## src/prog_timer_pkg.sv

```systemverilog
// Package of constants and types for the programmable timer divider
package prog_timer_pkg;

  localparam int          CLK_PERIOD_NS = 20;
  localparam int          OSC_PERIOD_NS = 10000;
  localparam int          OSC_CYCLES    = OSC_PERIOD_NS / CLK_PERIOD_NS;
  localparam int          POR_CYCLES    = 4;
  localparam int          STAGES        = 16;
  localparam int          BYPASS_STAGE  = 8;

  localparam logic [3:0]  OFS_CTRL      = 4'h0;
  localparam logic [3:0]  OFS_STATUS    = 4'h4;
  localparam logic [3:0]  OFS_COUNT     = 4'h8;

  localparam int          CTRL_W        = 6;
  localparam int          STAT_OUT      = 0;
  localparam int          STAT_LATCH    = 1;
  localparam int          STAT_RESET    = 2;
  localparam int          STAT_POR      = 3;

  localparam logic [3:0]  TAP_N13       = 4'hC;
  localparam logic [3:0]  TAP_N10       = 4'h9;
  localparam logic [3:0]  TAP_N16       = 4'hF;

  typedef struct packed {
    logic ext_clk_sel;
    logic external_clear;
    logic recycle;
    logic polarity;
    logic sel_hi;
    logic sel_lo;
  } ctrl_s;

  localparam ctrl_s       CTRL_RESET    = '{default: 1'b0};

  typedef enum logic [1:0] {
    BUS_IDLE = 2'b01,
    BUS_ACK  = 2'b10
  } bus_state_e;

endpackage : prog_timer_pkg

```

## src/prog_timer.sv

```systemverilog
// Programmable 16-stage timer divider with an Avalon-MM control slave
//
// Operation
// The divider is a sixteen-stage binary counter fed by the oscillator or the external clock.
// The count advances only on rising edges of its clock.
// With the auto-reset strap low the counter is initialised after power-up, with it high not.
// While the external clear is high the counter is held in reset, else it runs.
// Either reset clears all divider stages at once whatever their count.
// The external clear works whether auto-reset is enabled or not.
// While any reset is active the oscillator stops and no edges reach the divider.
// Selects hi/lo give 00 8192, 01 1024, 10 256 and 11 65536.
// With the upper select high the sixteenth stage is routed out whatever the lower select.
// Upper high and lower low clock the ninth stage straight from the oscillator, dividing by 256.
// Each ratio is the true output of the matching numbered stage; the code takes 256 from the sixteenth stage with the first eight bypassed.
// While in reset the output equals the polarity select.
// In recycle mode the selected stage is passed on continuously.
// In single-cycle mode the latch clears on reset and sets after 2^(n-1) counts, flipping the output once.
// In single-cycle mode the output then stays put until a clear pulse or a mode change.
// The oscillator may be bypassed and an external clock counted instead.
// In recycle mode the output is the selected bit, inverted when polarity is high.
`timescale 1ns/1ns
`default_nettype none

module prog_timer #(
  parameter int OSC_CYCLES = prog_timer_pkg::OSC_CYCLES
) (
  input  wire logic        core_clk,
  input  wire logic        rstn,
  input  wire logic        ce,
  input  wire logic [3:0]  avs_address,
  input  wire logic        avs_read,
  input  wire logic        avs_write,
  input  wire logic [31:0] avs_writedata,
  input  wire logic [3:0]  avs_byteenable,
  output logic      [31:0] avs_readdata,
  output logic             avs_waitrequest,
  input  wire logic        ext_clk,
  input  wire logic        auto_reset_dis,
  output logic             timer_out
);

  ////////////////////////////////////////////////////////////////////////////
  // Pin synchronisers and power-up sequence

  logic [1:0] ext_sync_q;
  logic       ext_prev_q;
  logic [1:0] strap_sync_q;
  logic [2:0] por_cnt_q, por_cnt_d;
  logic       por_done_q, por_done_d;
  logic       por_active;

  always_comb
  begin
    por_cnt_d  = por_cnt_q;
    por_done_d = por_done_q;
    if (!por_done_q)
    begin
      por_cnt_d = por_cnt_q + 3'h1;
      if (por_cnt_q == 3'(prog_timer_pkg::POR_CYCLES - 1))
        por_done_d = 1'b1;
    end
  end

  // Auto-reset only while the strap is low
  assign por_active = !por_done_q && !strap_sync_q[1];

  always_ff @(posedge core_clk or negedge rstn)
  begin
    if (!rstn)
    begin
      ext_sync_q   <= 2'h0;
      ext_prev_q   <= 1'b0;
      strap_sync_q <= 2'h0;
      por_cnt_q    <= 3'h0;
      por_done_q   <= 1'b0;
    end
    else if (ce)
    begin
      ext_sync_q   <= {ext_sync_q[0], ext_clk};
      ext_prev_q   <= ext_sync_q[1];
      strap_sync_q <= {strap_sync_q[0], auto_reset_dis};
      por_cnt_q    <= por_cnt_d;
      por_done_q   <= por_done_d;
    end
  end

  ////////////////////////////////////////////////////////////////////////////
  // Register slave

  prog_timer_pkg::ctrl_s      ctrl_q, ctrl_d;
  prog_timer_pkg::bus_state_e bus_q, bus_d;
  logic [31:0]                rdata_q, rdata_d;
  logic                       wait_q, wait_d;
  logic [15:0]                cnt_q, cnt_d;
  logic                       latch_q, latch_d;
  logic                       out_q, out_d;
  logic                       rst_active;

  always_comb
  begin
    bus_d   = bus_q;
    ctrl_d  = ctrl_q;
    rdata_d = rdata_q;
    wait_d  = wait_q;
    unique case (bus_q)
      prog_timer_pkg::BUS_IDLE:
      begin
        if (avs_read || avs_write)
        begin
          bus_d  = prog_timer_pkg::BUS_ACK;
          wait_d = 1'b0;
          rdata_d = 32'h0;
          if (avs_read)
            unique case (avs_address)
              prog_timer_pkg::OFS_CTRL:
                rdata_d = {26'h0, ctrl_q};
              prog_timer_pkg::OFS_STATUS:
              begin
                rdata_d[prog_timer_pkg::STAT_OUT]   = out_q;
                rdata_d[prog_timer_pkg::STAT_LATCH] = latch_q;
                rdata_d[prog_timer_pkg::STAT_RESET] = rst_active;
                rdata_d[prog_timer_pkg::STAT_POR]   = por_active;
              end
              prog_timer_pkg::OFS_COUNT:
                rdata_d = {16'h0, cnt_q};
              default:
                rdata_d = 32'h0;
            endcase
        end
      end
      prog_timer_pkg::BUS_ACK:
      begin
        bus_d  = prog_timer_pkg::BUS_IDLE;
        wait_d = 1'b1;
        if (avs_write && avs_byteenable[0] &&
            avs_address == prog_timer_pkg::OFS_CTRL)
          ctrl_d = prog_timer_pkg::ctrl_s'(
                     avs_writedata[prog_timer_pkg::CTRL_W-1:0]);
      end
    endcase
  end

  always_ff @(posedge core_clk or negedge rstn)
  begin
    if (!rstn)
    begin
      bus_q   <= prog_timer_pkg::BUS_IDLE;
      ctrl_q  <= prog_timer_pkg::CTRL_RESET;
      rdata_q <= 32'h0;
      wait_q  <= 1'b1;
    end
    else if (ce)
    begin
      bus_q   <= bus_d;
      ctrl_q  <= ctrl_d;
      rdata_q <= rdata_d;
      wait_q  <= wait_d;
    end
  end

  assign avs_readdata    = rdata_q;
  assign avs_waitrequest = wait_q;

  ////////////////////////////////////////////////////////////////////////////
  // Oscillator, divider and output logic

  function automatic logic [3:0] tap_of(input logic hi, input logic lo);
    if (hi)
      tap_of = prog_timer_pkg::TAP_N16;
    else if (lo)
      tap_of = prog_timer_pkg::TAP_N10;
    else
      tap_of = prog_timer_pkg::TAP_N13;
  endfunction : tap_of

  logic [15:0] osc_cnt_q, osc_cnt_d;
  logic        mode_prev_q;
  logic        tick;
  logic        osc_tick;
  logic        ext_tick;
  logic        bypass;
  logic        sel_bit;
  logic [3:0]  tap;

  // Clear acts on its own, beside the power-up reset
  assign rst_active = por_active || ctrl_q.external_clear;
  assign osc_tick   = !ctrl_q.ext_clk_sel &&
                      osc_cnt_q == 16'(OSC_CYCLES - 1);
  assign ext_tick   = ctrl_q.ext_clk_sel && ext_sync_q[1] && !ext_prev_q;
  assign tick       = !rst_active && (osc_tick || ext_tick);
  assign bypass     = ctrl_q.sel_hi && !ctrl_q.sel_lo;
  assign tap        = tap_of(ctrl_q.sel_hi, ctrl_q.sel_lo);

  always_comb
  begin
    osc_cnt_d = osc_cnt_q;
    cnt_d     = cnt_q;
    latch_d   = latch_q;
    sel_bit   = cnt_q[tap];
    if (rst_active || ctrl_q.ext_clk_sel || osc_tick)
      osc_cnt_d = 16'h0;
    else
      osc_cnt_d = osc_cnt_q + 16'h1;
    if (rst_active)
    begin
      cnt_d   = 16'h0;
      latch_d = 1'b0;
    end
    else
    begin
      if (tick)
      begin
        if (bypass)
          cnt_d[15:prog_timer_pkg::BYPASS_STAGE] =
            cnt_q[15:prog_timer_pkg::BYPASS_STAGE] + 8'h1;
        else
          cnt_d = cnt_q + 16'h1;
      end
      // Latch sets on the first rise of the tap and then holds
      // A rise beside a mode change still sets it
      if (!ctrl_q.recycle && cnt_d[tap] && !sel_bit)
        latch_d = 1'b1;
      else if (ctrl_q.recycle != mode_prev_q)
        latch_d = 1'b0;
    end
    if (rst_active)
      out_d = ctrl_q.polarity;
    else if (ctrl_q.recycle)
      out_d = ctrl_q.polarity ^ sel_bit;
    else
      out_d = ctrl_q.polarity ^ latch_q;
  end

  always_ff @(posedge core_clk or negedge rstn)
  begin
    if (!rstn)
    begin
      osc_cnt_q   <= 16'h0;
      cnt_q       <= 16'h0;
      latch_q     <= 1'b0;
      out_q       <= 1'b0;
      mode_prev_q <= 1'b0;
    end
    else if (ce)
    begin
      osc_cnt_q   <= osc_cnt_d;
      cnt_q       <= cnt_d;
      latch_q     <= latch_d;
      out_q       <= out_d;
      mode_prev_q <= ctrl_q.recycle;
    end
  end

  assign timer_out = out_q;

  ////////////////////////////////////////////////////////////////////////////
  // Assertions

  chk_full_count: assert property (
    @(posedge core_clk) disable iff (!rstn)
    ce && tick && !bypass && !rst_active |=> cnt_q == $past(cnt_q) + 16'h1)
    else $error("divider did not advance by one");

  chk_edge_only: assert property (
    @(posedge core_clk) disable iff (!rstn)
    ce && !tick && !rst_active |=> cnt_q == $past(cnt_q))
    else $error("divider moved without a clock edge");

  chk_por_hold: assert property (
    @(posedge core_clk) disable iff (!rstn)
    ce && !por_done_q && !strap_sync_q[1] |=>
      cnt_q == 16'h0 && timer_out == $past(ctrl_q.polarity))
    else $error("power-up reset not applied");

  chk_clear_hold: assert property (
    @(posedge core_clk) disable iff (!rstn)
    ce && ctrl_q.external_clear |=> cnt_q == 16'h0 && latch_q == 1'b0)
    else $error("clear did not hold the divider");

  chk_reset_all: assert property (
    @(posedge core_clk) disable iff (!rstn)
    ce && rst_active |=> cnt_q == 16'h0)
    else $error("reset left stages set");

  chk_osc_stop: assert property (
    @(posedge core_clk) disable iff (!rstn)
    ce && rst_active |=> osc_cnt_q == 16'h0)
    else $error("oscillator ran during reset");

  chk_bypass_low: assert property (
    @(posedge core_clk) disable iff (!rstn)
    ce && bypass && !rst_active |=> cnt_q[7:0] == $past(cnt_q[7:0]))
    else $error("low stages moved in bypass");

  chk_reset_level: assert property (
    @(posedge core_clk) disable iff (!rstn)
    ce && rst_active |=> timer_out == $past(ctrl_q.polarity))
    else $error("output not at polarity in reset");

  chk_recycle_out: assert property (
    @(posedge core_clk) disable iff (!rstn)
    ce && !rst_active && ctrl_q.recycle |=>
      timer_out == ($past(ctrl_q.polarity) ^ $past(cnt_q[tap])))
    else $error("recycle output wrong");

  chk_single_hold: assert property (
    @(posedge core_clk) disable iff (!rstn)
    ce && latch_q && !rst_active && !ctrl_q.recycle &&
      mode_prev_q == ctrl_q.recycle |=> latch_q)
    else $error("single-cycle latch fell back");

endmodule : prog_timer

`default_nettype wire

```

## config.mk

```make
export PLATFORM = sky130hd
export DESIGN_NAME = prog_timer
export DESIGN_NICKNAME = d
export VERILOG_FILES = /design/src/prog_timer_pkg.sv /design/src/prog_timer.sv
export SDC_FILE = /design/constraint.sdc
export NUM_CORES = 1
export LEC_CHECK = 0
export ABC_AREA = 1
export BUFFER_PORTS_ARGS = -buffer_cell sky130_fd_sc_hd__buf_2
export CAP_MARGIN = 5
export CORE_ASPECT_RATIO = 1.2
export CORE_MARGIN = 2
export CORE_UTILIZATION = 45
export CTS_CLUSTER_SIZE = 12
export DETAILED_ROUTE_END_ITERATION = 16
export PLACE_DENSITY = 0.68
export SLEW_MARGIN = 20
export SYNTH_ARGS = -nofsm -noshare
export SYNTH_HDL_FRONTEND = slang
export SYNTH_SLANG_ARGS = --single-unit
```

## constraint.sdc

```tcl
create_clock -name core_clk -period 2.8 [get_ports core_clk]
set_input_delay 0.28 -clock core_clk [delete_from_list [all_inputs] [get_ports core_clk]]
set_output_delay 0.28 -clock core_clk [all_outputs]
set_load 0.01 [all_outputs]
```

# Yosys cells after proc, flatten, opt, wreduce, memory -nomap -nowiden
# Cells that the tools add are included.
# totals
regBits,85
latch_bits,0
ramBits,0
rom_bits,0
input_bits,47
output_inout_bits,34
wordCells,91
mem_count,0
# classes
addsub,4
n_mul,0
div,0
order_cmp,1
eq_ne,8
shift,0
mux,26
bitwise_logic,3
reduce_logical,30
# op_table
op,n
16-bit two-way mux,5
16-bit by 1-bit adder with 16-bit output (second input constant),2
12-bit case mux with 2 select lines,1
16-bit by 9-bit == test with 1-bit output (second input constant),1
8-bit two-way mux,2
4-bit case mux with 3 select lines,1
1-bit logical AND,10
1-bit two-way mux,10
8-bit by 1-bit adder with 8-bit output (second input constant),1
1-bit binary-select mux with 4-bit select,2
1-bit zero test,8
3-bit two-way mux,2
2-bit AND reduction,3
3-bit AND reduction,2
1-bit logical OR,5
4-bit by 5-bit less-than comparator with 1-bit output (second input constant),1
4-bit by 3-bit == test with 1-bit output (second input constant),1
4-bit == test (second input constant),1
4-bit zero test,1
2-bit case mux with 2 select lines,1
3-bit by 1-bit adder with 3-bit output (second input constant),1
3-bit by 2-bit == test with 1-bit output (second input constant),1
3-bit nonzero test,1
2-bit by 1-bit == test with 1-bit output (second input constant),1
7 further kinds,8

# Logic depth before layout (Yosys ltp)
# Gate-level depths: netlist (run 1).
# depth
ltp_word,13
ltp_mapped,13
ltp_nobuf,13

# Worst setup path after synthesis (run 1)
# OpenSTA, ideal clock, no wires.
# synth_path
path_kind,reg-to-reg
start,register osc_cnt_q[0]
end,register cnt_q[13]
arrival_time_ns,1.454
required_ns,2.673
slack_ns,1.219
path_stages_with_launch,14
path_buffers,1
cell_sequence,dfrtp_1 ha_1 inv_1 nor2_1 nand2_1 nor2_1 nand2_1 nand2_2 buf_6 nand2_1 clkinv_1 o2111ai_1 o21ai_0 a21oi_1
# synth_via
elab_chain_cells,7
# synth_rtl
item,line,source
start: declaration,prog_timer.sv:176,"logic [15:0] osc_cnt_q, osc_cnt_d;"
start signal: assignment,prog_timer.sv:246,osc_cnt_q <= osc_cnt_d;
16-bit by 9-bit == test with 1-bit output,prog_timer.sv:188,osc_cnt_q == 16'(OSC_CYCLES - 1);
1-bit logical AND,prog_timer.sv:187,assign osc_tick = !ctrl_q.ext_clk_sel &&
1-bit logical OR,prog_timer.sv:190,assign tick = !rst_active && (osc_tick || ext_tick);
1-bit logical AND,prog_timer.sv:190,
16-bit two-way mux,prog_timer.sv:211,if (tick)
16-bit two-way mux (2 in a row),prog_timer.sv:204,if (rst_active)
end signal: assignment,prog_timer.sv:247,cnt_q <= cnt_d;
end: declaration,prog_timer.sv:94,"logic [15:0] cnt_q, cnt_d;"
# No other way between the ends. The select of a mux whose other input is x is not followed.
# A chain may end at the register's enable or synchronous reset.

# Worst setup path after layout (run 1)
# layout_path
start,register osc_cnt_q[1]
end,register cnt_q[7]
# Same word-level chain as after synthesis.

==> out/qor.csv, run 1 <==
stage,metric,value,unit
cells_and_area,final_core_utilization,0.516,
die,die_area,8710,sq um
yosys,ys_top_cells_by_area,"dfrtp_1 (47%), nand2_1 (10%), o21ai_0 (5.0%)",
route,firstDrtPassIters,4,
critical_path,critical_path.cell_chain,"ha_1, inv_1, nor2_1, nand2_1, nor2_1, nand2_1, nand2_2, nand3_2, nand2_4, nand2_2, nor3_1, o21ai_0, nor2_1",
die,design.core.area,7710,sq um
cells_and_area,antenna_cells,0,
cts,insertion_delay,350,ps
placed_design,placed_area,3810,sq um
power,leakage,0.00195,uW
cts,cts_buffers,9,
sta,fin_crit_sh,0.696,
sta,hold-worst-slack,97.7,ps
route,viasPerCell,5.16,
cells_and_area,final_cell_mix,"nand2_1 (97), dfrtp_1 (67), inv_1 (48)",
yosys,syn_avg_cell_area,8.16,sq um
cts,cts_sinks,68,
critical_path,crit_fanout,11,
die,die_h,102,um
sta,fin_skew,10.8,ps
cts,clk_pin_slew_worst_paths,80,ps
cells_and_area,nFillCells,762,
yosys,synth-seq-cells,68,
yosys,yosysUniqueCellTypes,42,
worst_hold_path,hp-class,input pin to async pin,
cts,post_cts_buffers,0,
route,postRouteAntennaNets,0,
sta,rsz0062_at_grt,false,
global_routing,grt_overflow,0,
cts,h-tree-depth,3,
sta,layout_min_cycle_time,1950,ps
sta,fin_tns_setup,0,ps
power,p_per_area,604,nW/um^2
critical_path,slowest_stage,dfrtp_1,
global_routing,antenna_found_initial,0,
critical_path,path_depth,13,
critical_path,startpoint,osc_cnt_q[1],
cells_and_area,layout.cell_area.non_filler,3980,sq um
global_routing,grtUsageTotal,0.186,
placed_design,post-dp-hpwl,5490,um
route,drcViolationCount,0,
sta,max_freq,0.513,GHz
critical_path,rr_endpoint,cnt_q[7],
route,wl_met1,3310,um
global_routing,grt_pass1_vias,2836,
critical_path,rr_worst_depth,13,
critical_path,path_class,flip-flop to flip-flop,
die,placementRows,35,
sta,tightest_slew,841,ps
route,vias,2990,
die,initial_utilization,0.466,
placed_design,io_buffers,35,
power,ir_drop,305,uV
cells_and_area,seq_area,1700,sq um
cts,cts_resized,0,
yosys,ys_seq_area_frac,0.474,
sta,hold_viol_final,0,
die,io_pins,81,
route,drtIter0Drc,96,
status,status,"complete, no violations",
global_routing,grt_max_degree,69,
flow_run,cap_violations,0,
critical_path,critPathMostFrequentCell,nor2_1,
route,wl_met2,3720,um
critical_path,crit_required,3080,ps
critical_path,critPathTopFamily,simple AND/OR/NAND/NOR gates,
cells_and_area,drive_above_1_share,0.183,
critical_path,start_kind,flip-flop,
critical_path,reg2reg_slack,850,ps
yosys,netlist_instances,440,
sta,max_slew_margin,0.439,
route,met3_length,252,um
yosys,yosysTopAreaCellShare,0.467,
yosys,async_flop_share,1.00,
critical_path,critPathBufInv,1,
cts,clockBufferDepth,2,
cells_and_area,mostFrequentLayoutCell,nand2_1,
critical_path,slowest_delay,380,ps
yosys,yosys_warnings,0,
critical_path,worstPathArrival,2230,ps
global_routing,grt_pass1_wl,12700,um
yosys,synth_area,3590,sq um
yosys,synth_area_leader_cell,dfrtp_1,
cts,cts_tree,done,
cells_and_area,fin_nets,534,
critical_path,endpoint,cnt_q[7],
sta,maxSlewViolCount,0,
die,fp.dieW,85.5,um
cells_and_area,area_delta_synth_final,10.7,%
route,drt_wl_total,7500,um
critical_path,worst_setup_path_end_kind,flip-flop,
route,wl_per_cell,13.0,um
critical_path,rr_startpoint,osc_cnt_q[1],
route,highest_layer,met4,
cells_and_area,multi_input_area,1580,sq um
placed_design,place.gp.congestion,0.886,
yosys,yosys_most_used_dff,dfrtp_1,
cts,cts_hold_buf,0,
sta,finalSetupViolCount,0,
yosys,synth_edf_count,0,
cts,cts-root-buf,clkbuf_8,
## cell type report
type / instances / share of cell area
clock buffer: 11 / 0.0356
clock inverter: 5 / 0.00692
timing repair buffer: 39 / 0.0516
multi-input combinational: 310 / 0.398
sequential: 68 / 0.428
inverter: 54 / 0.0510
tap: 92 / 0.0289
## routing by layer
layer,vias to the layer above,GRT usage
li1,1493,-
met1,1414,0.230
met2,64,0.309
met3,19,0.0331
met4,0,0.100
met5,-,0
## worst reg2reg max path, stage by stage, from the launching register on
cell,delay [ps]
dfrtp_1,380
ha_1,230
inv_1,60
nor2_1,80
nand2_1,50
nor2_1,80
nand2_1,90
nand2_2,220
nand3_2,130
nand2_4,130
nand2_2,100
nor3_1,130
o21ai_0,90
nor2_1,120
## how the worst min path moves through the flow
| stage | startpoint | end | slack [ps] | cells past startpoint |
|---|---|---|---|---|
| after floorplan | rstn | avs_readdata[0] | -20 | 0 |
| after detailed placement | ext_sync_q[0] | ext_sync_q[0] | 460 | 2 |
| after CTS | ext_clk | ext_sync_q[0] | 120 | 3 |
| after global routing | auto_reset_dis | strap_sync_q[0] | 130 | 3 |
| after global placement | strap_sync_q[0] | strap_sync_q[0] | 450 | 2 |
| final | rstn | avs_readdata[12] | 100 | 2 |
## per-stage QoR
stage,setup WS (ps),power (uW),cells
floorplan,1220,1560,455
CTS,824,2430,579
finish,850,2400,579
global route,545,2540,579
global placement,902,1700,563
detailed placement,872,1710,563
## cells in the mapped netlist (all sizes together) (3+ instances only)
| master | number |
|---|---|
| nand3 | 29 |
| ha | 5 |
| nand4 | 6 |
| clkbuf | 3 |
| buf | 20 |
| dfrtp | 67 |
| inv | 53 |
| o221ai | 3 |
| nand2 | 105 |
| xnor2 | 3 |
| a21oi | 26 |
| o21ai | 41 |
| nor3 | 8 |
| mux2 | 3 |
| nor2 | 49 |
## sequential cells by signal (all words and copies together) (netlist names)
register and cells:
avs_readdata 16, cnt_q 16, osc_cnt_q 16, ctrl_q 6
por_cnt_q 3, bus_q 2, ext_sync_q 2, strap_sync_q 2
ext_prev_q 1, latch_q 1, mode_prev_q 1, por_done_q 1
timer_out 1
## power breakdown
group	total (uW)	internal [uW]	switching, uW
registers	1220	1120	108
logic	469	158	311
clock network	709	339	370
total	2400	1610	789
## logic make-up (layout without fill, tap and decap cells)
logic type      Yosys count  after routing  share of synthesized area
fa+ha+maj                 5              5                     0.0174
other cells               1             16                    0.00104
compound gates           79             79                      0.122
xor+xnor                  5              5                     0.0122
buf+inv                  77            109                      0.101
simple gates            202            202                      0.263
flops                    68             68                      0.474
mux                       3              3                    0.00941
Power figures use the tool's default switching activity.
==> inputs of run 2 (changes only) <==
==> constraint.sdc (replaced) <==
create_clock -name core_clk -period 2 [get_ports core_clk]
set_input_delay 0.2 -clock core_clk [delete_from_list [all_inputs] [get_ports core_clk]]
set_output_delay 0.2 -clock core_clk [all_outputs]
set_load 0.01 [all_outputs]
==> run 2 against run 1 <==
Highest routed layer unchanged. Clock skew barely moved. Combinational power rose by 43%. Hold slack got worse by 48 ps.
==> out/qor.csv, run 2 (synthesized netlist as in run 1, its figures left out) <==
stage,metric,value,unit,change
route,drtIter0Drc,135,,+41%
global_routing,grt_overflow,0,,unchanged
die,placementRows,35,,unchanged
cells_and_area,seq_area,1700,sq um,unchanged
cts,cts-root-buf,clkbuf_8,,
cells_and_area,drive_above_1_share,0.192,,+0.00956
critical_path,worstPathArrival,2060,ps,-170 ps
placed_design,place.gp.congestion,0.928,,+4.6%
critical_path,worst_setup_path_end_kind,flip-flop,,
global_routing,grt_pass1_wl,12700,um,about the same
cts,h-tree-depth,3,,unchanged
route,wl_per_cell,13.0,um,+0.16%
sta,fin_tns_setup,0,ps,unchanged
global_routing,grt_max_degree,69,,unchanged
cells_and_area,fin_nets,541,,+1.3%
cells_and_area,area_delta_synth_final,15.3,%,
placed_design,post-dp-hpwl,5560,um,+1.3%
global_routing,antenna_found_initial,0,,unchanged
sta,fin_skew,11.2,ps,+0.438 ps
power,leakage,0.00202,uW,+3.9%
cts,insertion_delay,350,ps,about the same
critical_path,critPathBufInv,1,,unchanged
cts,cts_resized,0,,unchanged
power,clkPwrFrac,0.386,,+0.091
die,fp.dieW,85.5,um,unchanged
cts,clockBufferDepth,2,,unchanged
cells_and_area,final_cell_mix,"nand2_1 (97), dfrtp_1 (67), inv_1 (48)",,
critical_path,critical_path.cell_chain,"ha_1, inv_1, nor2_1, nand2_1, nor2_1, nand2_1, nand2_2, nand3_2, nand2_4, nand2_2, nor3_1, o21ai_0, nor2_1",,
placed_design,dp.cells,569,,+1.1%
route,postRouteAntennaNets,0,,unchanged
route,vias,3013,,+0.77%
route,highest_layer,met4,,
sta,hold-worst-slack,49.4,ps,-48.3 ps
global_routing,grtUsageTotal,0.186,,+0.000344
power,switching_share,0.291,,-0.0378
power,p_per_area,938,nW/um^2,+55%
power,seqPwrFrac,0.441,,-0.069
power,power.switching,1130,uW,+43%
die,io_pins,81,,unchanged
sta,hold_viol_final,0,,unchanged
cts,cts_sinks,68,,unchanged
power,ir_drop,565,uV,+86%
critical_path,start_kind,flip-flop,,
status,status,"complete, no violations",,
sta,finalSetupViolCount,0,,unchanged
route,drcViolationCount,0,,unchanged
cts,cts_buffers,9,,unchanged
critical_path,critPathTopFamily,simple AND/OR/NAND/NOR gates,,
route,drt_wl_total,7600,um,+1.4%
cts,clk_pin_slew_worst_paths,70,ps,about the same
route,viasPerCell,5.14,,-0.43%
critical_path,path_class,flip-flop to flip-flop,,
sta,finalWorstSetupSlack,214,ps,-636 ps
route,met3_length,253,um,+0.40%
die,initial_utilization,0.466,,unchanged
cells_and_area,nFillCells,726,,-4.7%
global_routing,grt_pass1_vias,2878,,+1.5%
sta,rsz0062_at_grt,false,,
cts,cts_tree,done,,
critical_path,slowest_delay,380,ps,about the same
critical_path,slowest_stage,dfrtp_1,,
flow_run,cap_violations,0,,unchanged
route,wl_met2,3780,um,+1.6%
die,design.core.area,7710,sq um,unchanged
route,wl_met1,3370,um,+1.9%
cells_and_area,fin_cells,586,,+1.2%
critical_path,critPathMostFrequentCell,nor2_1,,
critical_path,crit_required,2270,ps,-810 ps
placed_design,io_buffers,35,,unchanged
power,comb_power_share,0.173,,-0.022
die,die_h,102,um,unchanged
placed_design,placed_area,3860,sq um,+1.5%
placed_design,dp_slack,234,ps,-638 ps
cells_and_area,mostFrequentLayoutCell,nand2_1,,
sta,maxSlewViolCount,0,,unchanged
power,power.internal,2750,uW,+71%
sta,fin_crit_sh,0.893,,+0.197
route,firstDrtPassIters,4,,unchanged
die,die_area,8710,sq um,unchanged
cells_and_area,multi_input_area,1580,sq um,unchanged
worst_hold_path,hp-class,input pin to flip-flop,,
critical_path,crit_fanout,9,,-2
sta,layout_min_cycle_time,1790,ps,-164 ps
cells_and_area,antenna_cells,0,,unchanged
cells_and_area,layout.cell_area.non_filler,4140,sq um,+4.1%
sta,max_freq,0.560,GHz,+9.2%
## run 2: metal layers
layer	vias up	global-route usage
met5	-	0
li1	1503	-
met2	60	0.326
met4	0	0.0965
met3	17	0.0339
met1	1433	0.218
## run 2: what timing repair did
action,in CTS,in global routing
endpoints found under the hold margin,67,0
setup buffers,0,0
hold buffers,1,0
## run 2: worst paths after layout
kind | start | to | slack, ps | cells past startpoint
worst max-delay path | osc_cnt_q[1] | cnt_q[7] | 210 | 13
worst min-delay path | ext_clk | ext_sync_q[0] | 50 | 3
worst max register to register | osc_cnt_q[1] | cnt_q[7] | 210 | 13
worst min register to register | ext_sync_q[0] | ext_sync_q[0] | 470 | 2
max in group asynchronous | rstn | bus_q[0] | 1270 | 3
min in group asynchronous | rstn | avs_readdata[11] | 390 | 3
## run 2: layout make-up
class / count / share of cell area
inverter: 54 / 0.0490
multi-input combinational: 310 / 0.382
timing repair buffer: 46 / 0.0659
tap: 92 / 0.0278
sequential: 68 / 0.411
clock inverter: 6 / 0.0330
clock buffer: 10 / 0.0308
## run 2: power groups by stage
stage	clock, uW	combinational [uW]	sequential (uW)
after global routing	1570	770	1730
after floorplan	0	459	1730
final	1500	672	1710
after global placement	0	659	1730
after CTS	1520	679	1710
after detailed placement	0	674	1740
## run 2: metrics by stage
step	util	power (uW)
6_report	0.537	3880
5_1_grt	0.537	4070
4_1_cts	0.537	3910
3_5_place_dp	0.501	2410
3_3_place_gp	0.501	2390
2_1_floorplan	-	2190
## run 2: worst register-to-register path: cells and delay by family (launching register included)
family / cells / cell delay, ps
buffers and inverters: 1 / 50
adder cells (fa/ha/maj): 1 / 220
AO/OA/AOI/OAI: 1 / 100
AND/OR/NAND/NOR: 10 / 970
flip-flops: 1 / 380
